### config.mk
export PLATFORM = sky130hd
export DESIGN_NAME = card_supply_sequencer
export DESIGN_NICKNAME = d
export VERILOG_FILES = /design/src/card_supply_pkg.sv /design/src/card_supply_sequencer.sv /design/src/detect_filter.sv /design/src/slow_tick.sv
export SDC_FILE = /design/constraint.sdc
export NUM_CORES = 1
export LEC_CHECK = 0
export BUFFER_PORTS_ARGS = -buffer_cell sky130_fd_sc_hd__buf_2
export CELL_PAD_IN_SITES_DETAIL_PLACEMENT = 1
export CELL_PAD_IN_SITES_GLOBAL_PLACEMENT = 1
export CORE_MARGIN = 3
export CORE_UTILIZATION = 43
export CTS_CLUSTER_SIZE = 25
export DETAILED_ROUTE_END_ITERATION = 10
export GPL_TIMING_DRIVEN = 1
export PLACE_DENSITY_LB_ADDON = 0.1
export SETUP_SLACK_MARGIN = 0.02
export SLEW_MARGIN = 20
export SYNTH_ARGS = -nofsm -noshare
export SYNTH_HDL_FRONTEND = slang
export SYNTH_SLANG_ARGS = --single-unit
### constraint.sdc
create_clock -name core_clk -period 3.9 [get_ports core_clk]
set_input_delay 0 -clock core_clk [delete_from_list [all_inputs] [get_ports core_clk]]
set_output_delay 0 -clock core_clk [all_outputs]
set_load 0.01 [all_outputs]
### src/card_supply_pkg.sv
package card_supply_pkg;
	// Register word indices; the bus address of each register is its index times four
	localparam logic [15:0] CTRL_IDX = 16'hFE03;
	localparam logic [15:0] TMR_IDX = 16'hFE04;
	localparam logic [15:0] DET_IDX = 16'hFE05;
	localparam logic [15:0] EVT_IDX = 16'hFE01;
	localparam logic [17:0] CTRL_ADDR = {CTRL_IDX, 2'b00};
	localparam logic [17:0] TMR_ADDR = {TMR_IDX, 2'b00};
	localparam logic [17:0] DET_ADDR = {DET_IDX, 2'b00};
	localparam logic [17:0] EVT_ADDR = {EVT_IDX, 2'b00};
	// Reset values
	localparam logic [7:0] CTRL_RESET = 8'h00;
	localparam logic [7:0] TMR_RESET = 8'h0F;
	localparam logic [7:0] DET_RESET = 8'h00;
	// Control field positions
	localparam int SEL_HI = 7;
	localparam int SEL_LO = 6;
	localparam int FAULT_BIT = 5;
	localparam int READY_START_BIT = 4;
	localparam int GOOD_BIT = 3;
	localparam int POWEROFF_BIT = 0;
	// Timer field positions
	localparam int OFFD_HI = 7;
	localparam int OFFD_LO = 4;
	localparam int CHK_HI = 3;
	localparam int CHK_LO = 0;
	// Detect control positions
	localparam int DEB_BIT = 7;
	localparam int DETEN_BIT = 6;
	localparam int POL_BIT = 3;
	localparam int PUN_BIT = 2;
	localparam int PD_BIT = 1;
	localparam int CARDIN_BIT = 0;
	localparam logic [7:0] DET_WMASK = 8'hCE;
	// Event status positions
	localparam int EVT_CARD_BIT = 6;
	localparam int EVT_TMR_BIT = 5;
	// Slow tick: 32768 Hz period from the 20 MHz core clock
	localparam int CLK_HZ = 20000000;
	localparam int SLOW_HZ = 32768;
	localparam int SLOW_DIV = CLK_HZ / SLOW_HZ;
	localparam logic [9:0] SLOW_LAST = 10'(SLOW_DIV - 1);
	// Debounce: 64 ms of stable detect
	localparam int DEB_MS = 64;
	localparam int DEB_CYCLES = CLK_HZ / 1000 * DEB_MS;
	localparam logic [3:0] NIBBLE_ZERO = 4'h0;
	localparam logic [1:0] SEL_OFF = 2'h0;
	// Sequencer states
	typedef enum logic [2:0] {S_OFF, S_CHECK, S_WAITRDY, S_ON, S_OFFDLY} seq_state_t;
	// Avalon-MM request
	typedef struct packed {
		logic [17:0] address;
		logic read;
		logic write;
		logic [31:0] writedata;
	} avm_req_t;
	// Avalon-MM answer
	typedef struct packed {
		logic [31:0] readdata;
		logic waitrequest;
	} avm_rsp_t;
	// Companion pins
	typedef struct packed {
		logic cmdLow_n;
		logic cmdHigh_n;
		logic coreOff;
	} supply_pins_t;
endpackage

### src/card_supply_sequencer.sv
// Decided for this implementation: register access over Avalon-MM.
`timescale 1ns/1ps
// Notes on behaviour
// - Non-zero voltage select write starts activation
// - Select chooses 5V, 3V or 1.8V
// - Fault-handling 0: core fault forces commands high
// - Ready-start set: activation waits for supply-good
// - Ready-start clear: timer expiry starts deactivation
// - Supply-good status readable at bit 3
// - Power-off bit shuts core supply down
// - Bus power present defers power-off
// - Supply not good at expiry: event, deactivate
// - Check interval is field times 32768Hz period
// - Off-delay field delays normal deactivation
// - Off-delay zero adds no delay
// - Emergency deactivation skips the off-delay
// - Detection runs without smart card clock
// - Power-down flag: detect works, no debounce
// - Card event flag on insert/remove/fault
// - Supply timer flag on every check-interval timeout, not on off-delay expiry
module card_supply_sequencer #(
	// Voltage code per level
	parameter logic [1:0] CODE_5V = 2'h1,
	parameter logic [1:0] CODE_3V = 2'h2,
	parameter logic [1:0] CODE_1V8 = 2'h3
) (
	// Clock and reset
	input wire logic core_clk,
	input wire logic reset,
	// Avalon-MM slave
	input wire card_supply_pkg::avm_req_t avReq,
	output card_supply_pkg::avm_rsp_t avRsp,
	// Pins from outside
	input wire logic supplyGoodPin,
	input wire logic companionReady,
	input wire logic coreFault,
	input wire logic busPower,
	input wire logic interfaceFault,
	input wire logic card_detect_pin,
	input wire logic power_down_flag,
	// Pins to companion and power control
	output card_supply_pkg::supply_pins_t supplyPins,
	output logic [2:0] voltageOneHot,
	output logic pullUpEnable_n,
	output logic pullDownEnable
);
	// Synchronised inputs: stage one only feeds stage two
	logic [6:0] syncA_q, syncB_q;
	logic goodS, readyS, faultS, busS, ifFaultS, detS, pdS;
	assign {goodS, readyS, faultS, busS, ifFaultS, detS, pdS} = syncB_q;

	// All state except the input synchronisers in one struct
	typedef struct packed {
		logic [7:0] ctrl;
		logic [7:0] tmr;
		logic [7:0] det;
		logic cardEvt;
		logic tmrEvt;
		logic [3:0] count;
		card_supply_pkg::seq_state_t st;
		logic presPrev;
		logic ifPrev;
		logic faultPrev;
		logic offPending;
		card_supply_pkg::supply_pins_t pins;
		logic [2:0] volt;
		logic [31:0] rdata;
		logic ack;
		logic waitReq; // Own flop, so the bus pin needs no inverter
		logic puN;
		logic pd;
	} seq_q_t;
	seq_q_t s_q, s_d;

	logic tick, present;
	logic wrCtrl, wrTmr, wrDet, rdEvt;
	logic [1:0] selNew;
	logic timeout, firstCycle;

	// Decode helper shared by every access
	function automatic logic hit(input card_supply_pkg::avm_req_t r, input logic [17:0] a);
		hit = (r.address == a);
	endfunction

	// Voltage code to one-hot level {1.8V, 3V, 5V}
	function automatic logic [2:0] levelOf(input logic [1:0] code);
		levelOf = 3'h0;
		if (code == CODE_5V) levelOf = 3'h1;
		if (code == CODE_3V) levelOf = 3'h2;
		if (code == CODE_1V8) levelOf = 3'h4;
	endfunction

	// Slow timebase
	slow_tick tickGen (
		.core_clk(core_clk),
		.reset(reset),
		.tick(tick)
	);

	// Detection is core-clocked, so it never depends on the card clock
	detect_filter detector (
		.core_clk(core_clk),
		.reset(reset),
		.enable(s_q.det[card_supply_pkg::DETEN_BIT]),
		.polarity(s_q.det[card_supply_pkg::POL_BIT]),
		.debounce(s_q.det[card_supply_pkg::DEB_BIT] & ~pdS),
		.pinLevel(detS),
		.present(present)
	);

	// Writes land at the edge where waitrequest is seen low, one access per two cycles
	// Reads snapshot and clear the flags at the request's first edge, one edge before the taken edge, so a later event waits
	assign firstCycle = (avReq.read | avReq.write) & ~s_q.ack;
	assign wrCtrl = s_q.ack & avReq.write & hit(avReq, card_supply_pkg::CTRL_ADDR);
	assign wrTmr = s_q.ack & avReq.write & hit(avReq, card_supply_pkg::TMR_ADDR);
	assign wrDet = s_q.ack & avReq.write & hit(avReq, card_supply_pkg::DET_ADDR);
	assign rdEvt = firstCycle & avReq.read & hit(avReq, card_supply_pkg::EVT_ADDR);
	assign selNew = avReq.writedata[card_supply_pkg::SEL_HI:card_supply_pkg::SEL_LO];
	// Expiry on the tick that would bring the count to zero
	assign timeout = tick && (s_q.count == 4'h1);

	// Next-state logic
	always_comb begin
		logic [1:0] sel;
		logic coreFaultEdge;
		logic cardEdge;
		logic emergency;
		logic setCard;
		logic setTmr;
		sel = s_q.ctrl[card_supply_pkg::SEL_HI:card_supply_pkg::SEL_LO];
		s_d = s_q;
		coreFaultEdge = faultS & ~s_q.faultPrev;
		cardEdge = (present != s_q.presPrev) | (ifFaultS & ~s_q.ifPrev);
		emergency = 1'b0;
		setCard = cardEdge;
		setTmr = 1'b0;
		s_d.faultPrev = faultS;
		s_d.presPrev = present;
		s_d.ifPrev = ifFaultS;
		s_d.ack = firstCycle;
		s_d.waitReq = ~firstCycle;
		// Register writes
		if (wrCtrl) begin
			s_d.ctrl[card_supply_pkg::SEL_HI:card_supply_pkg::SEL_LO] = selNew;
			s_d.ctrl[card_supply_pkg::FAULT_BIT] = avReq.writedata[card_supply_pkg::FAULT_BIT];
			s_d.ctrl[card_supply_pkg::READY_START_BIT] = avReq.writedata[card_supply_pkg::READY_START_BIT];
			s_d.ctrl[card_supply_pkg::POWEROFF_BIT] = avReq.writedata[card_supply_pkg::POWEROFF_BIT];
		end
		if (wrTmr) begin
			s_d.tmr = avReq.writedata[7:0];
		end
		if (wrDet) begin
			s_d.det = (avReq.writedata[7:0] & card_supply_pkg::DET_WMASK);
		end
		// Sequencer
		case (s_q.st)
			card_supply_pkg::S_OFF: begin
				if (wrCtrl && selNew != card_supply_pkg::SEL_OFF) begin
					s_d.count = s_q.tmr[card_supply_pkg::CHK_HI:card_supply_pkg::CHK_LO];
					if (s_q.tmr[card_supply_pkg::CHK_HI:card_supply_pkg::CHK_LO] == card_supply_pkg::NIBBLE_ZERO)
						s_d.st = card_supply_pkg::S_WAITRDY;
					else
						s_d.st = card_supply_pkg::S_CHECK;
				end
			end
			card_supply_pkg::S_CHECK: begin
				// Flag every expiry, even when an earlier branch below wins
				setTmr = timeout;
				if (sel == card_supply_pkg::SEL_OFF) begin
					s_d.st = card_supply_pkg::S_OFF;
				end else if (s_q.ctrl[card_supply_pkg::READY_START_BIT] && goodS) begin
					s_d.st = card_supply_pkg::S_ON;
				end else if (timeout) begin
					setTmr = 1'b1;
					if (!goodS) begin
						setCard = 1'b1;
						emergency = 1'b1;
					end else if (!s_q.ctrl[card_supply_pkg::READY_START_BIT]) begin
						emergency = 1'b1;
					end else begin
						s_d.st = card_supply_pkg::S_ON;
					end
				end else if (tick) begin
					s_d.count = s_q.count - 4'h1;
				end
			end
			card_supply_pkg::S_WAITRDY: begin
				if (sel == card_supply_pkg::SEL_OFF) begin
					s_d.st = card_supply_pkg::S_OFF;
				end else if (s_q.ctrl[card_supply_pkg::READY_START_BIT] && readyS && goodS) begin
					s_d.st = card_supply_pkg::S_ON;
				end
			end
			card_supply_pkg::S_ON: begin
				if (sel == card_supply_pkg::SEL_OFF) begin
					s_d.count = s_q.tmr[card_supply_pkg::OFFD_HI:card_supply_pkg::OFFD_LO];
					if (s_q.tmr[card_supply_pkg::OFFD_HI:card_supply_pkg::OFFD_LO] == card_supply_pkg::NIBBLE_ZERO)
						s_d.st = card_supply_pkg::S_OFF;
					else
						s_d.st = card_supply_pkg::S_OFFDLY;
				end
			end
			card_supply_pkg::S_OFFDLY: begin
				if (timeout) s_d.st = card_supply_pkg::S_OFF;
				else if (tick) s_d.count = s_q.count - 4'h1;
			end
			default: s_d.st = card_supply_pkg::S_OFF;
		endcase
		// Card event while powered is an emergency
		if (cardEdge && s_q.st != card_supply_pkg::S_OFF) emergency = 1'b1;
		// Core fault with hardware handling
		if (coreFaultEdge && !s_q.ctrl[card_supply_pkg::FAULT_BIT]) emergency = 1'b1;
		if (emergency) begin
			s_d.st = card_supply_pkg::S_OFF;
			s_d.ctrl[card_supply_pkg::SEL_HI:card_supply_pkg::SEL_LO] = card_supply_pkg::SEL_OFF;
		end
		// Event flags: set wins over read-clear
		if (rdEvt) begin
			s_d.cardEvt = 1'b0;
			s_d.tmrEvt = 1'b0;
		end
		if (setCard) s_d.cardEvt = 1'b1;
		if (setTmr) s_d.tmrEvt = 1'b1;
		// Companion commands: active low, held on only while sequencer powers the card
		s_d.pins.cmdLow_n = 1'b1;
		s_d.pins.cmdHigh_n = 1'b1;
		s_d.volt = 3'h0;
		if (!emergency && s_d.st != card_supply_pkg::S_OFF && !(faultS && !s_q.ctrl[card_supply_pkg::FAULT_BIT])) begin
			// Off-delay keeps the last level, since select is already zero then
			if (s_d.ctrl[card_supply_pkg::SEL_HI:card_supply_pkg::SEL_LO] == card_supply_pkg::SEL_OFF) begin
				s_d.volt = s_q.volt;
			end else begin
				s_d.volt = levelOf(s_d.ctrl[card_supply_pkg::SEL_HI:card_supply_pkg::SEL_LO]);
			end
			// One command per level: 5V on the high command, 3V and 1.8V on the low one
			s_d.pins.cmdHigh_n = ~s_d.volt[0];
			s_d.pins.cmdLow_n = ~(s_d.volt[1] | s_d.volt[2]);
		end
		// Firmware-run fault path simply clears select, which drops commands above once any programmed off-delay has run
		// Power-off held until bus power goes away
		s_d.offPending = s_d.ctrl[card_supply_pkg::POWEROFF_BIT];
		s_d.pins.coreOff = s_q.offPending & ~busS;
		// Status and read data
		s_d.ctrl[card_supply_pkg::GOOD_BIT] = goodS;
		s_d.det[card_supply_pkg::CARDIN_BIT] = present;
		s_d.puN = ~s_d.det[card_supply_pkg::PUN_BIT];
		s_d.pd = s_d.det[card_supply_pkg::PD_BIT];
		// Read data registered, so it stands at the acknowledging edge
		s_d.rdata = 32'h00000000;
		if (firstCycle && avReq.read) begin
			if (hit(avReq, card_supply_pkg::CTRL_ADDR)) s_d.rdata = {24'h000000, s_q.ctrl};
			if (hit(avReq, card_supply_pkg::TMR_ADDR)) s_d.rdata = {24'h000000, s_q.tmr};
			if (hit(avReq, card_supply_pkg::DET_ADDR)) s_d.rdata = {24'h000000, s_q.det};
			if (rdEvt) s_d.rdata = {24'h000000, 1'b0, s_q.cardEvt, s_q.tmrEvt, 5'h00};
		end
	end

	// Registers
	always_ff @(posedge core_clk) begin
		if (reset) begin
			s_q <= '0;
			s_q.ctrl <= card_supply_pkg::CTRL_RESET;
			s_q.tmr <= card_supply_pkg::TMR_RESET;
			s_q.det <= card_supply_pkg::DET_RESET;
			s_q.pins <= 3'b110;
			s_q.puN <= 1'b1;
			s_q.waitReq <= 1'b1;
			syncA_q <= '0;
			syncB_q <= '0;
		end else begin
			s_q <= s_d;
			syncA_q <= {supplyGoodPin, companionReady, coreFault, busPower, interfaceFault, card_detect_pin,
				power_down_flag};
			syncB_q <= syncA_q;
		end
	end

	// Outputs from flip-flops
	assign supplyPins = s_q.pins;
	assign voltageOneHot = s_q.volt;
	assign pullUpEnable_n = s_q.puN;
	assign pullDownEnable = s_q.pd;
	assign avRsp.readdata = s_q.rdata;
	assign avRsp.waitrequest = s_q.waitReq;

	// Checks
	// Antecedents leave out emergencies where another rule takes over
	fault_cmd_a: assert property (@(posedge core_clk) disable iff (reset)
		(faultS && !s_q.ctrl[card_supply_pkg::FAULT_BIT]) |=> (supplyPins.cmdLow_n && supplyPins.cmdHigh_n))
		else $error("core fault did not drop commands");
	bus_defer_a: assert property (@(posedge core_clk) disable iff (reset)
		busS |=> !supplyPins.coreOff)
		else $error("power-off not deferred by bus power");
	timer_flag_a: assert property (@(posedge core_clk) disable iff (reset)
		(s_q.st == card_supply_pkg::S_CHECK && timeout && s_q.ctrl[7:6] != 2'h0) |=> s_q.tmrEvt)
		else $error("timer flag not set");
	bad_supply_a: assert property (@(posedge core_clk) disable iff (reset)
		(s_q.st == card_supply_pkg::S_CHECK && timeout && !goodS && s_q.ctrl[7:6] != 2'h0)
		|=> (s_q.cardEvt && s_q.st == card_supply_pkg::S_OFF && s_q.ctrl[7:6] == 2'h0))
		else $error("bad supply not handled");
	start_a: assert property (@(posedge core_clk) disable iff (reset)
		(s_q.st == card_supply_pkg::S_OFF && wrCtrl && selNew != 2'h0 && !faultS && !(present ^ s_q.presPrev)
		&& !ifFaultS) |=> s_q.st != card_supply_pkg::S_OFF)
		else $error("activation did not start");
	offdelay_a: assert property (@(posedge core_clk) disable iff (reset)
		(s_q.st == card_supply_pkg::S_ON && s_q.ctrl[7:6] == 2'h0 && s_q.tmr[7:4] != 4'h0 && !faultS
		&& present == s_q.presPrev && !(ifFaultS && !s_q.ifPrev)) |=> s_q.st == card_supply_pkg::S_OFFDLY)
		else $error("off delay skipped");
	ack_a: assert property (@(posedge core_clk) disable iff (reset)
		(avReq.read || avReq.write) && avRsp.waitrequest |=> !avRsp.waitrequest)
		else $error("bus answer late");
	good_bit_a: assert property (@(posedge core_clk) disable iff (reset)
		s_q.ctrl[card_supply_pkg::GOOD_BIT] == $past(goodS))
		else $error("supply-good status stale");
	cmd_pair_a: assert property (@(posedge core_clk) disable iff (reset)
		!(!supplyPins.cmdLow_n && !supplyPins.cmdHigh_n))
		else $error("both companion commands low");
	delay_hold_a: assert property (@(posedge core_clk) disable iff (reset)
		(s_q.st == card_supply_pkg::S_OFFDLY && !faultS && !$past(faultS)) |-> voltageOneHot != 3'h0)
		else $error("supply dropped during off delay");
	no_delay_a: assert property (@(posedge core_clk) disable iff (reset)
		(s_q.st == card_supply_pkg::S_ON
		&& s_q.ctrl[card_supply_pkg::SEL_HI:card_supply_pkg::SEL_LO] == card_supply_pkg::SEL_OFF
		&& s_q.tmr[card_supply_pkg::OFFD_HI:card_supply_pkg::OFFD_LO] == card_supply_pkg::NIBBLE_ZERO)
		|=> s_q.st == card_supply_pkg::S_OFF)
		else $error("zero off delay still delayed");
	skip_delay_a: assert property (@(posedge core_clk) disable iff (reset)
		(s_q.st != card_supply_pkg::S_OFF && $rose(faultS) && !s_q.ctrl[card_supply_pkg::FAULT_BIT])
		|=> (s_q.st == card_supply_pkg::S_OFF && supplyPins.cmdLow_n && supplyPins.cmdHigh_n))
		else $error("fault deactivation waited");
	card_flag_a: assert property (@(posedge core_clk) disable iff (reset)
		(present != s_q.presPrev) |=> s_q.cardEvt)
		else $error("card event flag missed");
	core_off_a: assert property (@(posedge core_clk) disable iff (reset)
		(s_q.offPending && !busS) |=> supplyPins.coreOff)
		else $error("power-off not applied");
	ready_wait_a: assert property (@(posedge core_clk) disable iff (reset)
		(s_q.st == card_supply_pkg::S_WAITRDY && !readyS) |=> s_q.st != card_supply_pkg::S_ON)
		else $error("powered without companion ready");
	wait_pulse_a: assert property (@(posedge core_clk) disable iff (reset)
		!avRsp.waitrequest |=> avRsp.waitrequest)
		else $error("bus answer held too long");
endmodule

### src/detect_filter.sv
`timescale 1ns/1ps
// Card presence with optional debounce; assertion waits, release is immediate
module detect_filter (
	// Clock and reset
	input wire logic core_clk,
	input wire logic reset,
	// Settings
	input wire logic enable,
	input wire logic polarity,
	input wire logic debounce,
	// Synchronised pin level
	input wire logic pinLevel,
	// Presence
	output logic present
);
	// State
	typedef struct packed {
		logic [20:0] cnt;
		logic present;
	} det_state_t;
	det_state_t s_q, s_d;
	logic raw;

	// Polarity: 1 means high pin is a card
	assign raw = enable & (polarity ? pinLevel : ~pinLevel);

	// Debounce counter
	always_comb begin
		s_d = s_q;
		if (!raw) begin
			s_d.cnt = '0;
			s_d.present = 1'b0;
		end else if (!debounce) begin
			s_d.present = 1'b1;
		end else if (s_q.cnt == 21'(card_supply_pkg::DEB_CYCLES - 1)) begin
			s_d.present = 1'b1;
		end else begin
			s_d.cnt = s_q.cnt + 21'h000001;
		end
	end

	// Register
	always_ff @(posedge core_clk) begin
		if (reset) begin
			s_q <= '0;
		end else begin
			s_q <= s_d;
		end
	end
	assign present = s_q.present;
endmodule

### src/slow_tick.sv
`timescale 1ns/1ps
// One-cycle pulse every 32768 Hz period
module slow_tick (
	// Clock and reset
	input wire logic core_clk,
	input wire logic reset,
	// Tick out
	output logic tick
);
	// State: divider count and tick flag
	typedef struct packed {
		logic [9:0] cnt;
		logic tick;
	} tick_state_t;
	tick_state_t s_q, s_d;

	// Next state
	always_comb begin
		s_d = s_q;
		s_d.tick = 1'b0;
		if (s_q.cnt == card_supply_pkg::SLOW_LAST) begin
			s_d.cnt = 10'h000;
			s_d.tick = 1'b1;
		end else begin
			s_d.cnt = s_q.cnt + 10'h001;
		end
	end

	// Register
	always_ff @(posedge core_clk) begin
		if (reset) begin
			s_q <= '0;
		end else begin
			s_q <= s_d;
		end
	end
	assign tick = s_q.tick;
endmodule

==> results.md <==
- Yosys top cell by area: dfxtp_1
- Synth Warn #: 0
- Kind of cell adding the most delay to the critical path: simple AND/OR/NAND/NOR gates
- Worst setup EP type: flip-flop
- Crit path max fanout: 5
- Starting Density: 0.452
- Placer Congestion: 0.851
- Reg2reg setup slack: roughly 1.6 ns
- Yosys reg bits: 95
- Pwr dens: 338 mW/mm^2
- Max Clock Freq: approximately 0.44 GHz
- Reg clk slew, reported paths: ~0.1 ns
- Outcome: complete, no violations
- Met3 GRT Util: 0.0424
- Vias in the first global route: between 3,000 and 4,000
- Peak supply drop: 220 uV
- Antenna cells: 0
- Htree depth: 3
- RR Startpoint: s_q[49]$_SDFFE_PP0P_
- Final hold slack: 0.0787 ns
- GRT busiest layer: met2
- Post-Syn Instances: a little over 500
- Drc violations: 0
- Setup-failing EPs final: 0
- RSZ-0062 raised after global routing: no
- Synth top area cells: dfxtp_1 42%, buf_4 6.5%, nor2_1 4.6%, nor2b_1 3.3%, a21oi_1 3.0%
- Placed cell count: 664
- Hold Path Class: input port to flip-flop
- Hold-critical path depth: 3
- CTS tree: done
- Num Clock Sinks: 95
- Antenna violations before repair: 0
- GR Util All Layers: 0.202
- Predominant post-synthesis flop cell: dfxtp_1
- Final setup TNS: 0 ns
- Hold Path End: avRsp[7]$_SDFF_PP0_
- Via Count: 3,762
- Die Height: 109 um
- Post-DP HPWL: a little over 8000 um
- Post-synth EDFFs: 0
- Via/cell ratio: 5.40
- Period utilisation layout: 0.578
- WS Path Type: flip-flop to flip-flop
- Standard-cell rows: 36
- Startpoint Class: flip-flop
- Share of the synthesized area in the top cell type: 0.420
- Mean Syn Cell Area: 8.89 sq um
- Total gr overflow: 0
- Clk buf depth: 2
- Number of port buffers: 53
- CTS root buf: clkbuf_8
- CP max stage cell: nor3b_1
- Die X: 109 um
- Slew margin rel.: 0.292
- Final Critical Period: about 2.3 ns
- Worst-path cell chain: ha_1, nor3b_1, o32ai_1, o21bai_1, and3_1, a211oi_1
- Clock Skew: 0.00943 ns
- Antenna Violating Nets Remaining: 0
- Netlist cell types: 64
- Worst-Skew Late Latency: 0.36 ns
- Synth Cell Area: between 0.004 and 0.005 sq mm
- WP data arrival: 2.52 ns
- Post-Layout Cell Count: 697
- Die ar.: 0.0118 sq mm
- Final WL: ~11,000 um
- Tightest Pin Transition: 1.05 ns
- Global-route wire length before repair: 19,200 um
- DR WL/cell: between 15 and 20 um
- Synth-to-layout area growth: 11.9%
- Clock buffer count from CTS: 9
- Core area: between 0.009 and 0.01 sq mm
- Sequential fraction of the synthesis area: 0.420
- Worst Reg-to-Reg Cells: 6
- Pin count of the biggest net entering global routing: 50
- Leak: 1.93 nW
- Layout net count: 625
- Cts repair resizes: 0
- Share of cells above drive strength 1: 0.147
- Min-delay src: avReq[37]
- Drt pass-1 iters: 5
- Worst Path Required: 4.16 ns
- IO Pins: approximately 100
- Power Total: around 1.7 mW
- Worst path buffer plus inverter count: 0
- Max-cap check violation count: 0
- Met2 Use GR: 0.330
- Post-synthesis async set-or-reset flop share: 0
- CP max stage delay: approximately 0.56 ns
- Max Slew Vio Count: 0
- DRT iter0 DRCs: 147
- GR Util met1: 0.275
- Critical R2R Capture: s_q[52]$_SDFFE_PP0P_
- Final Hold Fails: 0
per-stage QoR:
stage | utilization | instance area [sq um] | setup WS (ns)
floorplan | - | 4610 | 2.12
global placement | 0.470 | 4700 | 1.62
detailed placement | 0.470 | 4700 | 1.61
CTS | 0.506 | 5060 | 1.66
global route | 0.506 | 5060 | 1.42
finish | 0.506 | 5060 | 1.65
cell type report:
| type | instances | area, sq um |
|---|---|---|
| fillers | 1225 | 4940 |
| repair buffers | 74 | 465 |
| inverters | 13 | 48.8 |
| flip-flops and latches | 95 | 1900 |
| well taps | 133 | 166 |
| multi-input cells | 366 | 2290 |
| clock buffers | 9 | 124 |
| clock inverters | 7 | 66.3 |
cell usage after synthesis (5+ instances only):
| master | number |
|---|---|
| dfxtp_1 | 95 |
| nor2_1 | 55 |
| buf_4 | 39 |
| a21oi_1 | 27 |
| nor2b_1 | 24 |
| nand2_1 | 20 |
| nand3_1 | 15 |
| xor2_1 | 14 |
| inv_1 | 13 |
| o21ai_0 | 13 |
| clkbuf_1 | 12 |
| mux2i_1 | 11 |
| nor3_1 | 10 |
| and2_1 | 9 |
| and3_1 | 8 |
| nand4_1 | 8 |
| or3_1 | 8 |
| xnor2_1 | 8 |
| a211oi_1 | 7 |
| or4_1 | 7 |
| a31oi_1 | 6 |
| nand2b_1 | 6 |
| a211o_1 | 5 |
| ha_1 | 5 |
| nor3b_1 | 5 |
| o2111ai_1 | 5 |
| o211ai_1 | 5 |
| o31ai_1 | 5 |
registers in the layout, indices dropped and copies added (netlist names):
| register | cells |
|---|---|
| syncB_q | 7 |
| pullUpEnable_n | 1 |
| detector.present | 1 |
| voltageOneHot | 3 |
| detector.s_q | 21 |
| tickGen.s_q | 10 |
| s_q | 32 |
| tickGen.tick | 1 |
| avRsp | 9 |
| supplyPins | 3 |
| syncA_q | 7 |
cells in the final DEF (no fill, tap or decap), types with 9 or more instances in the layout:
master / instances
dfxtp_1: 95
conb_1: 24
nor3_1: 10
nor2_1: 55
nor2b_1: 24
and2_1: 9
buf_2: 53
nand2_1: 20
a21oi_1: 27
clkbuf_8: 9
mux2i_1: 11
nand3_1: 15
xor2_1: 14
dlygate4sd3_1: 17
o21ai_0: 13
inv_1: 13
power by group:
| part | total (mW) | switching [mW] | internal, mW |
|---|---|---|---|
| Sequential | 0.989 | 0.00727 | 0.982 |
| Clock | 0.626 | 0.378 | 0.247 |
| Combinational | 0.0935 | 0.0528 | 0.0406 |
cell families (layout without fill, tap and decap cells):
family          count (synthesis)  after routing  synth area share
simple gates                  201            201             0.250
compound gates                103            103             0.155
flops                          95             95             0.420
buf+inv                        71            103            0.0927
xor+xnor                       22             22            0.0426
mux                            11             11            0.0243
fa+ha+maj                       5              5            0.0138
other cells                     1             24          0.000829
what timing repair did:
action                                 4_1_cts  5_1_grt
hold buffers                                17        0
endpoints found under the hold margin       25        0
setup buffers                                0        0
worst min-delay path, delay by kind of cell:
family	cells	cell delay, ns
AND/OR/NAND/NOR	1	0.15
buffers and inverters	1	0.14
AO/OA/AOI/OAI	1	0.09
worst max path at each step:
stage,endpoint,slack (ns),from,cells after the start
detailed placement,avRsp[7]$_SDFF_PP0_,1.61,avReq[41],6
global route,s_q[52]$_SDFFE_PP0P_,1.42,s_q[49]$_SDFFE_PP0P_,6
CTS,s_q[52]$_SDFFE_PP0P_,1.66,s_q[49]$_SDFFE_PP0P_,6
global placement,avRsp[7]$_SDFF_PP0_,1.62,avReq[41],6
finish,s_q[52]$_SDFFE_PP0P_,1.65,s_q[49]$_SDFFE_PP0P_,6
floorplan,supplyPins[1]$_SDFF_PP1_,2.12,s_q[50]$_SDFFE_PP0P_,7
routing by layer:
layer,vias to the layer above,share of wire
met4,0,0.0097
met2,96,0.46
met5,-,0
li1,1856,-
met3,10,0.049
met1,1800,0.48
(Power assumes the default switching activity.)
